--- src/logic/touch_key_params.svh ---
`ifndef TOUCH_KEY_PARAMS_SVH
`define TOUCH_KEY_PARAMS_SVH

// register indices, byte address is four times the index
`define IDX_IE_MAIN      8'ha8
`define IDX_IE_EXTRA     8'ha9
`define IDX_SHARED       8'haa
`define IDX_CONV_HIGH    8'hab
`define IDX_TOUCH_LOW    8'hac
`define IDX_CAP_TRIM     8'had
`define IDX_TOUCH_CTRL   8'hae
`define IDX_REF_LOW      8'hb4
`define IDX_REF_HIGH     8'hc0
`define IDX_IRQ_STATUS   8'hc1
`define IDX_IRQ_MASK     8'hc2

// field positions
`define BIT_GLOBAL_EN    3'd7
`define BIT_CONV_TOUCH   3'd3
`define BIT_POWER_DOWN   3'd7
`define BIT_DONE         3'd6
`define BIT_ST_TOUCH     1'd0
`define BIT_ST_CONV      1'd1

// writable masks and reset values
`define MASK_IE_MAIN     8'hbf
`define MASK_IE_EXTRA    8'h3f
`define RST_IE           8'h00
`define RST_CAP_TRIM     7'h40
`define RST_POWER_DOWN   1'b1
`define RST_CHANNEL      4'hf
`define RST_REF_LOW      8'hff
`define RST_REF_HIGH     8'h00
`define RST_IRQ          2'h0
`define COUNT_MAX        12'hfff

`endif

--- src/logic/touch_key_pkg.sv ---
package touch_key_pkg;
  // touch gate sequencer
  typedef enum logic [0:0] {
    st_idle,
    st_gate
  } gate_state_type;

  typedef logic [7:0]  byte_type;
  typedef logic [11:0] count_type;
endpackage

--- src/logic/touch_gate_counter.sv ---
`timescale 1ns/100ps
`default_nettype none
`include "touch_key_params.svh"
module touch_gate_counter
  import touch_key_pkg::*;
(
  // clock and reset
  input  wire logic        pclk,
  input  wire logic        presetn,
  // control
  input  wire logic        start,
  input  wire logic        abort,
  input  wire logic [15:0] window_len,
  // oscillator pin
  input  wire logic        osc_pin,
  // result
  output logic             busy,
  output logic             done_pulse,
  output count_type        count
);

  logic           osc_meta;
  logic           osc_sync;
  logic           osc_prev;
  logic           osc_rise;
  gate_state_type state;
  logic [15:0]    remain;
  count_type      running;

  // two-flop synchroniser, edge detector reads the second stage and its delayed copy osc_prev
  always_ff @(posedge pclk or negedge presetn) begin
    if (!presetn) begin
      osc_meta <= 1'b0;
      osc_sync <= 1'b0;
      osc_prev <= 1'b0;
    end else begin
      osc_meta <= osc_pin;
      osc_sync <= osc_meta;
      osc_prev <= osc_sync;
    end
  end
  assign osc_rise = osc_sync & ~osc_prev;

  // gate window of window_len clocks, oscillator edges counted inside it
  always_ff @(posedge pclk or negedge presetn) begin
    if (!presetn) begin
      state      <= st_idle;
      remain     <= 16'h0000;
      running    <= 12'h000;
      done_pulse <= 1'b0;
      count      <= 12'h000;
    end else begin
      done_pulse <= 1'b0;
      unique case (state)
        st_idle: begin
          if (start && !abort) begin
            state   <= st_gate;
            remain  <= window_len;
            running <= 12'h000;
          end
        end
        st_gate: begin
          if (abort) begin
            state <= st_idle;
          end else if (remain == 16'h0000) begin
            state      <= st_idle;
            count      <= running;
            done_pulse <= 1'b1;
          end else begin
            remain <= remain - 16'h0001;
            // saturate rather than wrap so a slow window never reads small
            if (osc_rise && running != `COUNT_MAX) begin
              running <= running + 12'h001;
            end
          end
        end
      endcase
    end
  end

  assign busy = (state == st_gate);

endmodule
`default_nettype wire

--- src/logic/touch_key_readout.sv ---
`timescale 1ns/100ps
`default_nettype none
`include "touch_key_params.svh"
module touch_key_readout
  import touch_key_pkg::*;
(
  // apb slave
  input  wire logic        pclk,
  input  wire logic        presetn,
  input  wire logic        psel,
  input  wire logic        penable,
  input  wire logic        pwrite,
  input  wire logic [11:0] paddr,
  input  wire logic [31:0] pwdata,
  output logic             pready,
  output logic [31:0]      prdata,
  output logic             pslverr,
  // converter result, same clock domain
  input  wire logic [11:0] conv_data,
  input  wire logic        conv_done,
  // touch electrode oscillator, asynchronous
  input  wire logic        touch_osc,
  // analog front end controls
  output logic             touch_power_down,
  output logic [3:0]       touch_channel_select,
  output logic [6:0]       touch_cap_trim,
  // interrupt
  output logic             irq
);

  // ==========================================================
  // declarations
  // ==========================================================
  byte_type    interrupt_enable_main;
  byte_type    interrupt_enable_extra;
  byte_type    ref_low;
  byte_type    ref_high;
  logic [1:0]  irq_status;
  logic [1:0]  irq_mask;
  count_type   conv_result;
  count_type   touch_count_result;
  logic        busy;
  logic        touch_done_pulse;
  logic        touch_conversion_done;
  logic        start_conv;
  logic [7:0]  idx;
  logic        aligned;
  logic        mapped;
  logic        setup;
  logic        wr_access;
  byte_type    wbyte;
  byte_type    rd_byte;
  logic [1:0]  next_irq_status;

  // ==========================================================
  // bus decode
  // ==========================================================
  assign idx       = paddr[9:2];
  assign aligned   = (paddr[1:0] == 2'b00) && (paddr[11:10] == 2'b00);
  assign setup     = psel && !penable;
  assign wr_access = psel && penable && pwrite && mapped;
  assign wbyte     = pwdata[7:0];
  // zero wait states, data is staged in the setup cycle
  assign pready    = 1'b1;

  // mapped index check
  always_comb begin
    unique case (idx)
      `IDX_IE_MAIN, `IDX_IE_EXTRA, `IDX_SHARED, `IDX_CONV_HIGH,
      `IDX_TOUCH_LOW, `IDX_CAP_TRIM, `IDX_TOUCH_CTRL, `IDX_REF_LOW,
      `IDX_REF_HIGH, `IDX_IRQ_STATUS, `IDX_IRQ_MASK: mapped = aligned;
      default: mapped = 1'b0;
    endcase
  end

  // ==========================================================
  // interrupt enables
  // ==========================================================
  // unlisted enable bits read as zero
  always_ff @(posedge pclk or negedge presetn) begin
    if (!presetn) begin
      interrupt_enable_main  <= `RST_IE;
      interrupt_enable_extra <= `RST_IE;
    end else if (wr_access) begin
      if (idx == `IDX_IE_MAIN) begin
        interrupt_enable_main <= wbyte & `MASK_IE_MAIN;
      end
      if (idx == `IDX_IE_EXTRA) begin
        interrupt_enable_extra <= wbyte & `MASK_IE_EXTRA;
      end
    end
  end

  // ==========================================================
  // touch control and calibration
  // ==========================================================
  always_ff @(posedge pclk or negedge presetn) begin
    if (!presetn) begin
      touch_power_down     <= `RST_POWER_DOWN;
      touch_channel_select <= `RST_CHANNEL;
      touch_cap_trim       <= `RST_CAP_TRIM;
      ref_low              <= `RST_REF_LOW;
      ref_high             <= `RST_REF_HIGH;
    end else if (wr_access) begin
      if (idx == `IDX_TOUCH_CTRL) begin
        touch_power_down <= wbyte[`BIT_POWER_DOWN];
      end
      if (idx == `IDX_TOUCH_CTRL) begin
        touch_channel_select <= wbyte[3:0];
      end
      if (idx == `IDX_CAP_TRIM) begin
        touch_cap_trim <= wbyte[6:0];
      end
      if (idx == `IDX_REF_LOW) begin
        ref_low <= wbyte;
      end
      if (idx == `IDX_REF_HIGH) begin
        ref_high <= wbyte;
      end
    end
  end

  // writing the control register with power-down clear starts a count;
  // a write during a running count restarts nothing, it is ignored
  assign start_conv = wr_access && (idx == `IDX_TOUCH_CTRL) && !wbyte[`BIT_POWER_DOWN];

  // ==========================================================
  // touch counter
  // ==========================================================
  // power-down aborts and blocks counting
  touch_gate_counter u_counter (
    .pclk       (pclk),
    .presetn    (presetn),
    .start      (start_conv),
    .abort      (touch_power_down && !start_conv), // a starting write lifts power-down at the same edge
    .window_len ({ref_high, ref_low}),
    .osc_pin    (touch_osc),
    .busy       (busy),
    .done_pulse (touch_done_pulse),
    .count      (touch_count_result)
  );

  // done flag is the idle state, reset idle
  // start clears it, latch or power-down abort sets it
  assign touch_conversion_done = !busy;

  // ==========================================================
  // converter result capture
  // ==========================================================
  always_ff @(posedge pclk or negedge presetn) begin
    if (!presetn) begin
      conv_result <= 12'h000;
    end else if (conv_done) begin
      conv_result <= conv_data;
    end
  end

  // ==========================================================
  // interrupt status and output
  // ==========================================================
  // touch latch raises request; set wins over write-one clear
  always_comb begin
    next_irq_status = irq_status;
    if (wr_access && idx == `IDX_IRQ_STATUS) begin
      next_irq_status = irq_status & ~wbyte[1:0];
    end
    if (touch_done_pulse) begin
      next_irq_status[`BIT_ST_TOUCH] = 1'b1;
    end
    if (conv_done) begin
      next_irq_status[`BIT_ST_CONV] = 1'b1;
    end
  end

  always_ff @(posedge pclk or negedge presetn) begin
    if (!presetn) begin
      irq_status <= `RST_IRQ;
      irq_mask   <= `RST_IRQ;
    end else begin
      irq_status <= next_irq_status;
      if (wr_access && idx == `IDX_IRQ_MASK) begin
        irq_mask <= wbyte[1:0];
      end
    end
  end

  assign irq = interrupt_enable_main[`BIT_GLOBAL_EN] && interrupt_enable_extra[`BIT_CONV_TOUCH]
               && |(irq_status & irq_mask);

  // ==========================================================
  // read mux and answer
  // ==========================================================
  always_comb begin
    unique case (idx)
      `IDX_IE_MAIN:    rd_byte = interrupt_enable_main;
      `IDX_IE_EXTRA:   rd_byte = interrupt_enable_extra;
      `IDX_SHARED:     rd_byte = {conv_result[3:0], touch_count_result[11:8]};
      `IDX_CONV_HIGH:  rd_byte = conv_result[11:4];
      `IDX_TOUCH_LOW:  rd_byte = touch_count_result[7:0];
      `IDX_CAP_TRIM:   rd_byte = {1'b0, touch_cap_trim};
      `IDX_TOUCH_CTRL: rd_byte = {touch_power_down, touch_conversion_done, 2'b00, touch_channel_select};
      `IDX_REF_LOW:    rd_byte = ref_low;
      `IDX_REF_HIGH:   rd_byte = ref_high;
      `IDX_IRQ_STATUS: rd_byte = {6'h00, irq_status};
      `IDX_IRQ_MASK:   rd_byte = {6'h00, irq_mask};
      default:         rd_byte = 8'h00;
    endcase
  end

  // staged in setup so the access phase answers from flops
  always_ff @(posedge pclk or negedge presetn) begin
    if (!presetn) begin
      prdata  <= 32'h0000_0000;
      pslverr <= 1'b0;
    end else if (setup) begin
      prdata  <= (!pwrite && mapped) ? {24'h00_0000, rd_byte} : 32'h0000_0000;
      pslverr <= !mapped;
    end
  end
endmodule
`default_nettype wire

--- config.mk ---
export PLATFORM = sky130hd
export DESIGN_NAME = touch_key_readout
export DESIGN_NICKNAME = d
export VERILOG_FILES = /design/src/logic/touch_key_pkg.sv /design/src/logic/touch_gate_counter.sv /design/src/logic/touch_key_readout.sv
export VERILOG_INCLUDE_DIRS = /design/src /design/src/logic
export SDC_FILE = /design/constraint.sdc
export NUM_CORES = 1
export LEC_CHECK = 0
export ABC_CLOCK_PERIOD_IN_PS = 5100
export BUFFER_PORTS_ARGS = -buffer_cell sky130_fd_sc_hd__buf_2
export CAP_MARGIN = 40
export CORE_MARGIN = 2
export CORE_UTILIZATION = 60
export CTS_CLUSTER_DIAMETER = 200
export DETAILED_ROUTE_END_ITERATION = 7
export PLACE_DENSITY = 0.94
export SETUP_SLACK_MARGIN = 0.3
export SLEW_MARGIN = 5
export SYNTH_ARGS = -nofsm -noshare
export SYNTH_HDL_FRONTEND = slang
export SYNTH_SLANG_ARGS = --single-unit
--- constraint.sdc ---
create_clock -name pclk -period 5.1 [get_ports pclk]
set_clock_uncertainty 0.1 [all_clocks]
set_input_delay 0.255 -clock pclk [delete_from_list [all_inputs] [get_ports pclk]]
set_output_delay 0.255 -clock pclk [all_outputs]
set_load 0.01 [all_outputs]
Word-level counts from Yosys, hierarchy flattened
Cells that the tools add are included.

Register bits: 135. Input port bits: 63. Word-level logic and storage cells: 106.

Add/sub/neg operators: 2. Eq/ne operators: 16. Muxes and demuxes: 22. Bitwise operators: 7. Reduce and logical (&&, ||, !) cells: 38.

Operators by type and width (number): 8-bit equality test (second input constant) (11); 8-bit one-hot mux with 11 select lines (1); 12-bit 2-to-1 mux (4); 16-bit 2-to-1 mux (3); 16-bit one-hot mux with 2 select lines (1); 12-bit one-hot mux with 2 select lines (1); 16-bit zero test (1); 16-bit by 1-bit subtractor with 16-bit output (second input constant) (1); 1-bit logical AND (15); 12-bit by 1-bit adder with 12-bit output (second input constant) (1); 12-bit != test (second input constant) (1); 2-bit AND reduction (6); 11-bit OR reduction (1); 1-bit 2-to-1 mux (9); 8-bit 2-to-1 mux (1); 1-bit zero test (7); 2-bit != test (second input constant) (3); 3-bit AND reduction (2); 2-bit bitwise AND (2); 2-bit zero test (2); 4-bit AND reduction (1); 2-bit nonzero test (2); 1-bit NOT (3); 2-bit 2-to-1 mux (1); 5 further kinds (5).

Depth between registers and ports, before layout
Gate-level depths: netlist (run 1).

Depth in word-level cells: 12. Mapped depth: 9. Gate-level depth less buffers: 8.

Cells and area by module
From an unflattened synthesis (run 1), not the netlist that was laid out.

Cells, all modules: 560. Area, all modules: 5908.2 um^2.

By module, submodules not included: touch_key_readout (times used 1, cells an instance 314, area each 3544.6 um^2, seq. area each 1669.1 um^2); touch_gate_counter (times used 1, cells an instance 246, area each 2363.5 um^2, seq. area each 1126.1 um^2).

Worst setup path before layout (run 1)
Ideal clock, no wire load.

Path kind: reg2reg. Start point: register u_counter.remain[0]. End point: register u_counter.count[10]. Setup time: 0.125 ns. Arrival time: 1.949 ns. Path slack: 2.926 ns. Stages on the path, launching flop included: 9. Path buffers: 1. Clock period less this slack: 2.174 ns. Path through: dfrtp_1 inv_1 ha_1 nor3b_2 and4b_1 nand2_1 a21oi_2 buf_4 mux2_2.

Longest elaborated chain between the ends: 2.

RTL lines: from (decl) (RTL line touch_gate_counter.sv:27) `logic [15:0] remain;`; from (signal assigned) (RTL line touch_gate_counter.sv:58) `remain <= window_len;`; from (signal assigned) (RTL line touch_gate_counter.sv:70) `remain <= remain - 16'h0001;`; 16-bit zero test (RTL line touch_gate_counter.sv:65) `end else if (remain == 16'h0000) begin`; 3-bit AND reduction (no source line); to (signal assigned) (RTL line touch_gate_counter.sv:67) `count <= running;`; to (decl) (RTL line touch_gate_counter.sv:19) `output count_type count`.

Every way passes these cells. A chain may end at the register's enable or synchronous reset.

Final worst setup path (run 1)
Start point: register u_counter.remain[0]. End point: register u_counter.count[1].

The elaborated chain is that of the path after synthesis.

==> results of run 1 <==
==> kinds of logic (layout without fill, tap and decap cells) <==
logic type / after synthesis / count (layout) / share of synthesized area (%)
AOI/OAI and AO/OA: 119 / 119 / 13.88
adders and majority gates: 2 / 2 / 0.4206
buffers and inverters: 60 / 94 / 5.869
DFF: 111 / 111 / 46.99
muxes: 83 / 83 / 15.50
other: 2 / 25 / 0.1263
and+or+nand+nor: 172 / 172 / 17.21
==> how the worst min path moves through the flow <==
stage,to,slack [ps],cells past startpoint
2_1_floorplan,conv_result[0],-140,0
3_3_place_gp,u_counter.busy,190,1
3_5_place_dp,u_counter.remain[10],200,1
4_1_cts,conv_result[1],0.8,2
5_1_grt,conv_result[4],5,2
6_report,conv_result[11],7,2
==> Yosys cell counts, drive strengths merged, types with 6 or more instances <==
library cell,count
dfrtp,97
mux2,73
nand2,46
buf,42
o21ai,31
nand3,24
nor2,22
a21oi,21
dfstp,14
clkbuf,10
mux2i,10
nor3,9
nor4,9
inv,8
nand2b,8
a22oi,7
nand3b,6
nand4,6
o22ai,6
o31ai,6
==> area by class of cell <==
| class | count | area (sq um) | area share [%] |
|---|---|---|---|
| Tap cell | 133 | 166.4 | 2.578 |
| Clock buffer | 11 | 141.4 | 2.190 |
| Clock inverter | 5 | 33.78 | 0.5234 |
| Inverter | 8 | 30.03 | 0.4652 |
| Multi-Input combinational cell | 401 | 2890 | 44.78 |
| Sequential cell | 111 | 2795 | 43.30 |
| Timing Repair Buffer | 70 | 397.9 | 6.164 |
==> stage by stage <==
step	setup WS, ps	hold slack [ps]	area (sq um)	instances
floorplan	2926	-140.6	6035	572
CTS	2319	0.7845	6445	738
global route	2134	5.165	6455	739
finish	2304	6.526	6455	739
global placement	2421	186.3	6200	715
detailed placement	2351	200.4	6200	715
==> layer usage <==
metal / GRT usage (%) / wire length, microns / vias to the layer above
met3: 5.286 / 1217 / 36
met2: 47.63 / 7506 / 261
met1: 38.10 / 5946 / 2374
li1: - / - / 2110
met4: 9.170 / 327 / 0
met5: 0 / 0 / -
==> power by group <==
part | internal, uW | total [uW] | switching [uW]
clock | 191 | 489 | 299
combinational | 166 | 361 | 196
sequential | 979 | 1130 | 148
==> registers in the layout, summed over array words and instances, names as in the netlist, 4 cells and up <==
name	flops
interrupt_enable_main	7
conv_result	12
ref_high	8
prdata	8
ref_low	8
u_counter.count	12
interrupt_enable_extra	6
u_counter.remain	16
u_counter.running	12
touch_channel_select	4
touch_cap_trim	7
==> worst max-delay path, cell delays in order (launching register included) <==
cell,delay (ps)
dfrtp_1,430
inv_1,100
ha_1,200
nor3b_2,370
and4b_1,310
nand2_1,130
a21oi_2,630
mux2_2,410
==> metrics.md, run 1 <==
| Metric | Value |
|---|---|
| Hold buffers post-CTS | 7 |
| Pwr/cell area | 306.4 mW/mm^2 |
| Synth Register Bits | 111 |
| Routed Antenna Nets | 0 |
| DRT Wirelength | 15000 microns |
| DRC | 0 |
| # rows | 36 |
| Worst-Skew Late Latency | 380 ps |
| CP endpoint kind | register |
| Seq/Total Area, Yosys | 46.99% |
| H-tree Lvls | 3 |
| Share of cells above drive strength 1 | 30.20% |
| Critical path class | register to register |
| Share of Yosys cell area claimed by the top area cell type | 40.81% |
| Worst r2r src | u_counter.remain[0] |
| Vias in the first global route | 4776 |
| HP Class | input port to register |
| DRT Pass-1 Iters | 5 |
| Grt total ovfl | 0 |
| Vias per inst | 6.470 |
| Post-DP HPWL | 10630 microns |
| Pin count of the biggest net entering global routing | 69 |
| Leak | 0.002907 uW |
| FF-to-FF setup slack | 2300 ps |
| Clk buf depth | 2 |
| Hold path startpoint | conv_data[11] |
| Die Area | 0.01073 sq mm |
| Async SR Flop Fraction | 100.0% |
| WL/cell | 20.29 microns |
| Maxcap violations | 0 |
| Mapped cell area | 0.005948 sq mm |
| Final core utilization | 66.65% |
| Headroom to the max-slew limit | 44.23% |
| Power Total | 1978 uW |
| Yosys warns | 0 |
| CP Max Fanout | 13 |
| Most frequent cells in the layout | dfrtp_1, mux2_2, buf_2, nand2_1, o21ai_0 |
| Post-synth EDFFs | 0 |
| # IOs | 110 |
| CTS sink count | 111 |
| Vias after detailed routing | 4781 |
| Worst reg2reg path depth | 7 |
| Status | complete, no violations |
| Final hold violations | 0 |
| Clk root buf | clkbuf_8 |
| Core area | 0.009684 sq mm |
| First-pass GRT wire length | 24810 microns |
| Number of diodes | 0 |
| Reg-to-reg endpoint | u_counter.count[1] |
| Final Setup Violations | 0 |
| Period utilization | 54.81% |
| Die Wd | 103.6 microns |
| Avg Cell Area, Syn | 10.83 sq um |
| GPL Wtd Cong | 0.9696 |
| Die height | 103.6 microns |
| Critical Path RT | 5270 ps |
| Fmax | 357.7 MHz |
| Starting Density | 61.42% |
| Mapped Cells | 549 |
| Worst ir drop on vdd | 0.1809 mV |
| Reg clk slew, reported paths | 100 ps |
| Crit path DAT | 2960 ps |
| Max-slew violations | 0 |
| Yosys cell types | 78 |
| Final #Nets | 666 |
| Area grow syn2layout | 8.519% |
| Startpoint Class | register |
| Most common cell after layout, fill and taps aside | dfrtp_1 |
| Port bufs | 60 |
| Post-CTS setup buffers | 0 |
| Setup TNS | 0 ps |
| Largest area contributor in the netlist | dfrtp_1 |
| CP Capture Point | u_counter.count[1] |
| GRT Total Usage | 28.56% |
| Synth area leaders | dfrtp_1, mux2_2, dfstp_2 |
| CTS tree | built |
| Critical path origin | u_counter.remain[0] |
| Tmin final | 2796 ps |
| Post-CTS sizing | 0 |
| Num CTS Buffers | 9 |
| Initial antenna violation count | 0 |
| Worst Tran Pin Value | 836.5 ps |
| RSZ-0062 raised after global routing | no |
| Synth Flop Type | dfrtp_1 |
| FILL cells | 720 |
| DRT iter0 DRCs | 533 |
No activity file was read; power rests on OpenSTA's default activity.
==> run 2, diff against run 1 <==
ABC_CLOCK_PERIOD_IN_PS = 2780   (was 5100)
CORE_UTILIZATION = 56   (was 60)
PLACE_DENSITY = 0.89   (was 0.94)
clock period = 2.78 ns   (was 5.1 ns; I/O delays follow)
==> metrics.md, run 2 (synthesis gave the netlist of run 1 again) <==
| Metric | Value |
|---|---|
| Status | complete, no violations |
| Reg area | 0.002795 sq mm (unchanged) |
| Worst ir drop on vdd | 0.3268 mV (+81%) |
| Crit path cell chain | inv_1, ha_1, nor3b_2, and4b_1, a22o_4, buf_4, or4_1, nand3_1 |
| DRT iter0 DRCs | 371 (-30%) |
| Starting Density | 57.62% (-3.8 points) |
| Clk buf depth | 2 (unchanged) |
| HP Class | input port to register |
| Share of cells above drive strength 1 | 30.72% (+0.52 points) |
| Area of the multi-input gates | 0.002909 sq mm (+0.65%) |
| Fmax | 422.1 MHz (+18%) |
| Pin count of the biggest net entering global routing | 57 (-17%) |
| Hold WS | 13.88 ps (+7.350 ps) |
| Worst-Skew Late Latency | 380 ps (about the same) |
| Setup WS post-layout | 411.1 ps (-1893 ps) |
| Worst Tran Pin Value | 722.0 ps (-114.6 ps) |
| DP Worst Slack | 317.9 ps (-2033 ps) |
| Final hold violations | 0 (unchanged) |
| DRT Wirelength | 15370 microns (+2.5%) |
| Tmin final | 2369 ps (-426.7 ps) |
| Post-DP HPWL | 11090 microns (+4.3%) |
| Clk root buf | clkbuf_8 |
| Most flops, register | u_counter.remain |
| Startpoint Class | register |
| CTS tree | built |
| Critical path class | register to register |
| Initial antenna violation count | 0 (unchanged) |
| CP endpoint kind | register |
| CP Max Fanout | 19 (+6) |
| Number of diodes | 0 (unchanged) |
| Slowest cell on crit path | or4_1 |
| Worst stage delay on the critical path | 460 ps (-170 ps) |
| Final Setup Violations | 0 (unchanged) |
| DRT Pass-1 Iters | 6 (+1) |
| Period utilization | 85.21% (+30 points) |
| Vias after detailed routing | 4857 (+1.6%) |
| Die Area | 0.01146 sq mm (+6.9%) |
| FILL cells | 821 (+14%) |
| Placed cells | 727 (+1.7%) |
| CTS sink count | 111 (unchanged) |
| Max-slew violations | 0 (unchanged) |
| Max reg flops | 16 (unchanged) |
| Grt total ovfl | 0 (unchanged) |
| Die Wd | 107.1 microns (+3.4%) |
| Non-Filler Instances | 761 (+3.0%) |
| WL/cell | 20.20 microns (-0.46%) |
| Area grow syn2layout | 12.16% |
| Port bufs | 60 (unchanged) |
| # IOs | 110 (unchanged) |
| H-tree Lvls | 3 (unchanged) |
| Crit path DAT | 2590 ps (-370 ps) |
| Num CTS Buffers | 9 (unchanged) |
| Die height | 107.1 microns (+3.4%) |
| Routed Antenna Nets | 0 (unchanged) |
| GRT Total Usage | 27.99% (-0.57 points) |
| RSZ-0062 raised after global routing | yes |
| Critical Path RT | 3000 ps (-2270 ps) |
| Maxcap violations | 0 (unchanged) |
| Final #Nets | 685 (+2.9%) |
| Headroom to the max-slew limit | 51.87% (+7.6 points) |
| First-pass GRT wire length | 25070 microns (+1.1%) |
| Reg clk slew, reported paths | 120 ps (+20 ps) |
| Most frequent cells in the layout | dfrtp_1, mux2_2, buf_2, nand2_1, o21ai_0 |
| Leak | 0.003017 uW (+3.8%) |
| Setup TNS | 0 ps (unchanged) |
| Core area | 0.01032 sq mm (+6.6%) |
| Most common cell after layout, fill and taps aside | dfrtp_1 |
| DRC | 0 (unchanged) |
| # rows | 37 (+2.8%) |
| Pwr/cell area | 559.4 mW/mm^2 (+83%) |
| GPL Wtd Cong | 0.9026 (-6.9%) |
| Vias in the first global route | 4763 (-0.27%) |
| Vias per inst | 6.382 (-1.3%) |
| Post-CTS setup buffers | 0 (unchanged) |
## run 2: cell count changes in the layout (fill, tap and decap cells not counted), sizes merged
cell,change
inv,+5
dlygate4sd3,+10
clkinv,-3
clkbuf,-1
buf,+9
clkinvlp,-1
## run 2: layout make-up
class | instances | area share, %
clock inverters | 6 | 0.8815
multi-input cells | 401 | 43.60
inverters | 8 | 0.4876
repair buffers | 89 | 8.665
flip-flops and latches | 111 | 41.90
clock buffers | 10 | 1.913
well taps | 136 | 2.551
## run 2: final timing paths
check	from	end	slack, ps	cells past startpoint
worst max-delay path	u_counter.remain[0]	u_counter.running[6]	410	8
worst min-delay path	pwdata[4]	interrupt_enable_extra[4]	10	2
max in group asynchronous	presetn	ref_low[6]	1540	3
worst max register to register	u_counter.remain[0]	u_counter.running[6]	410	8
min in group asynchronous	presetn	u_counter.running[8]	240	2
worst min register to register	u_counter.osc_meta	u_counter.osc_sync	260	0
## run 2: worst max-delay path: cells and delay by family (launching register included)
kind                       cells  cell delay [ps]
adders and majority gates      1              230
DFF                            1              420
and+or+nand+nor                4              950
buffers and inverters          2              270
AOI/OAI and AO/OA              1              340
## run 2: per-stage QoR
stage / total power (uW) / util (%) / area, sq um
3_5_place_dp: 2755 / 60.87 / 6284
4_1_cts: 3720 / 64.42 / 6650
3_3_place_gp: 2689 / 60.87 / 6284
6_report: 3732 / 64.62 / 6671
5_1_grt: 3914 / 64.62 / 6671
2_1_floorplan: 2524 / - / 6035
## run 2: per-layer routing
metal	GRT usage, %	wire length, microns
met5	0	0
met4	8.349	380
met3	4.924	1093
met2	46.93	7728
met1	37.29	6170
## run 2: timing repair
| action | CTS | global route |
|---|---|---|
| endpoints found under the setup margin | 0 | 20 |
| hold buffers | 18 | 0 |
| endpoints found under the hold margin | 73 | 0 |
| gates resized for setup | 0 | 4 |
## run 2: report_power, final
part,internal [uW],switching (uW),leakage [uW]
logic,324,370,0.00154
clock network,353,605,0.0000932
registers,1800,283,0.00138
total,2470,1260,0.00302
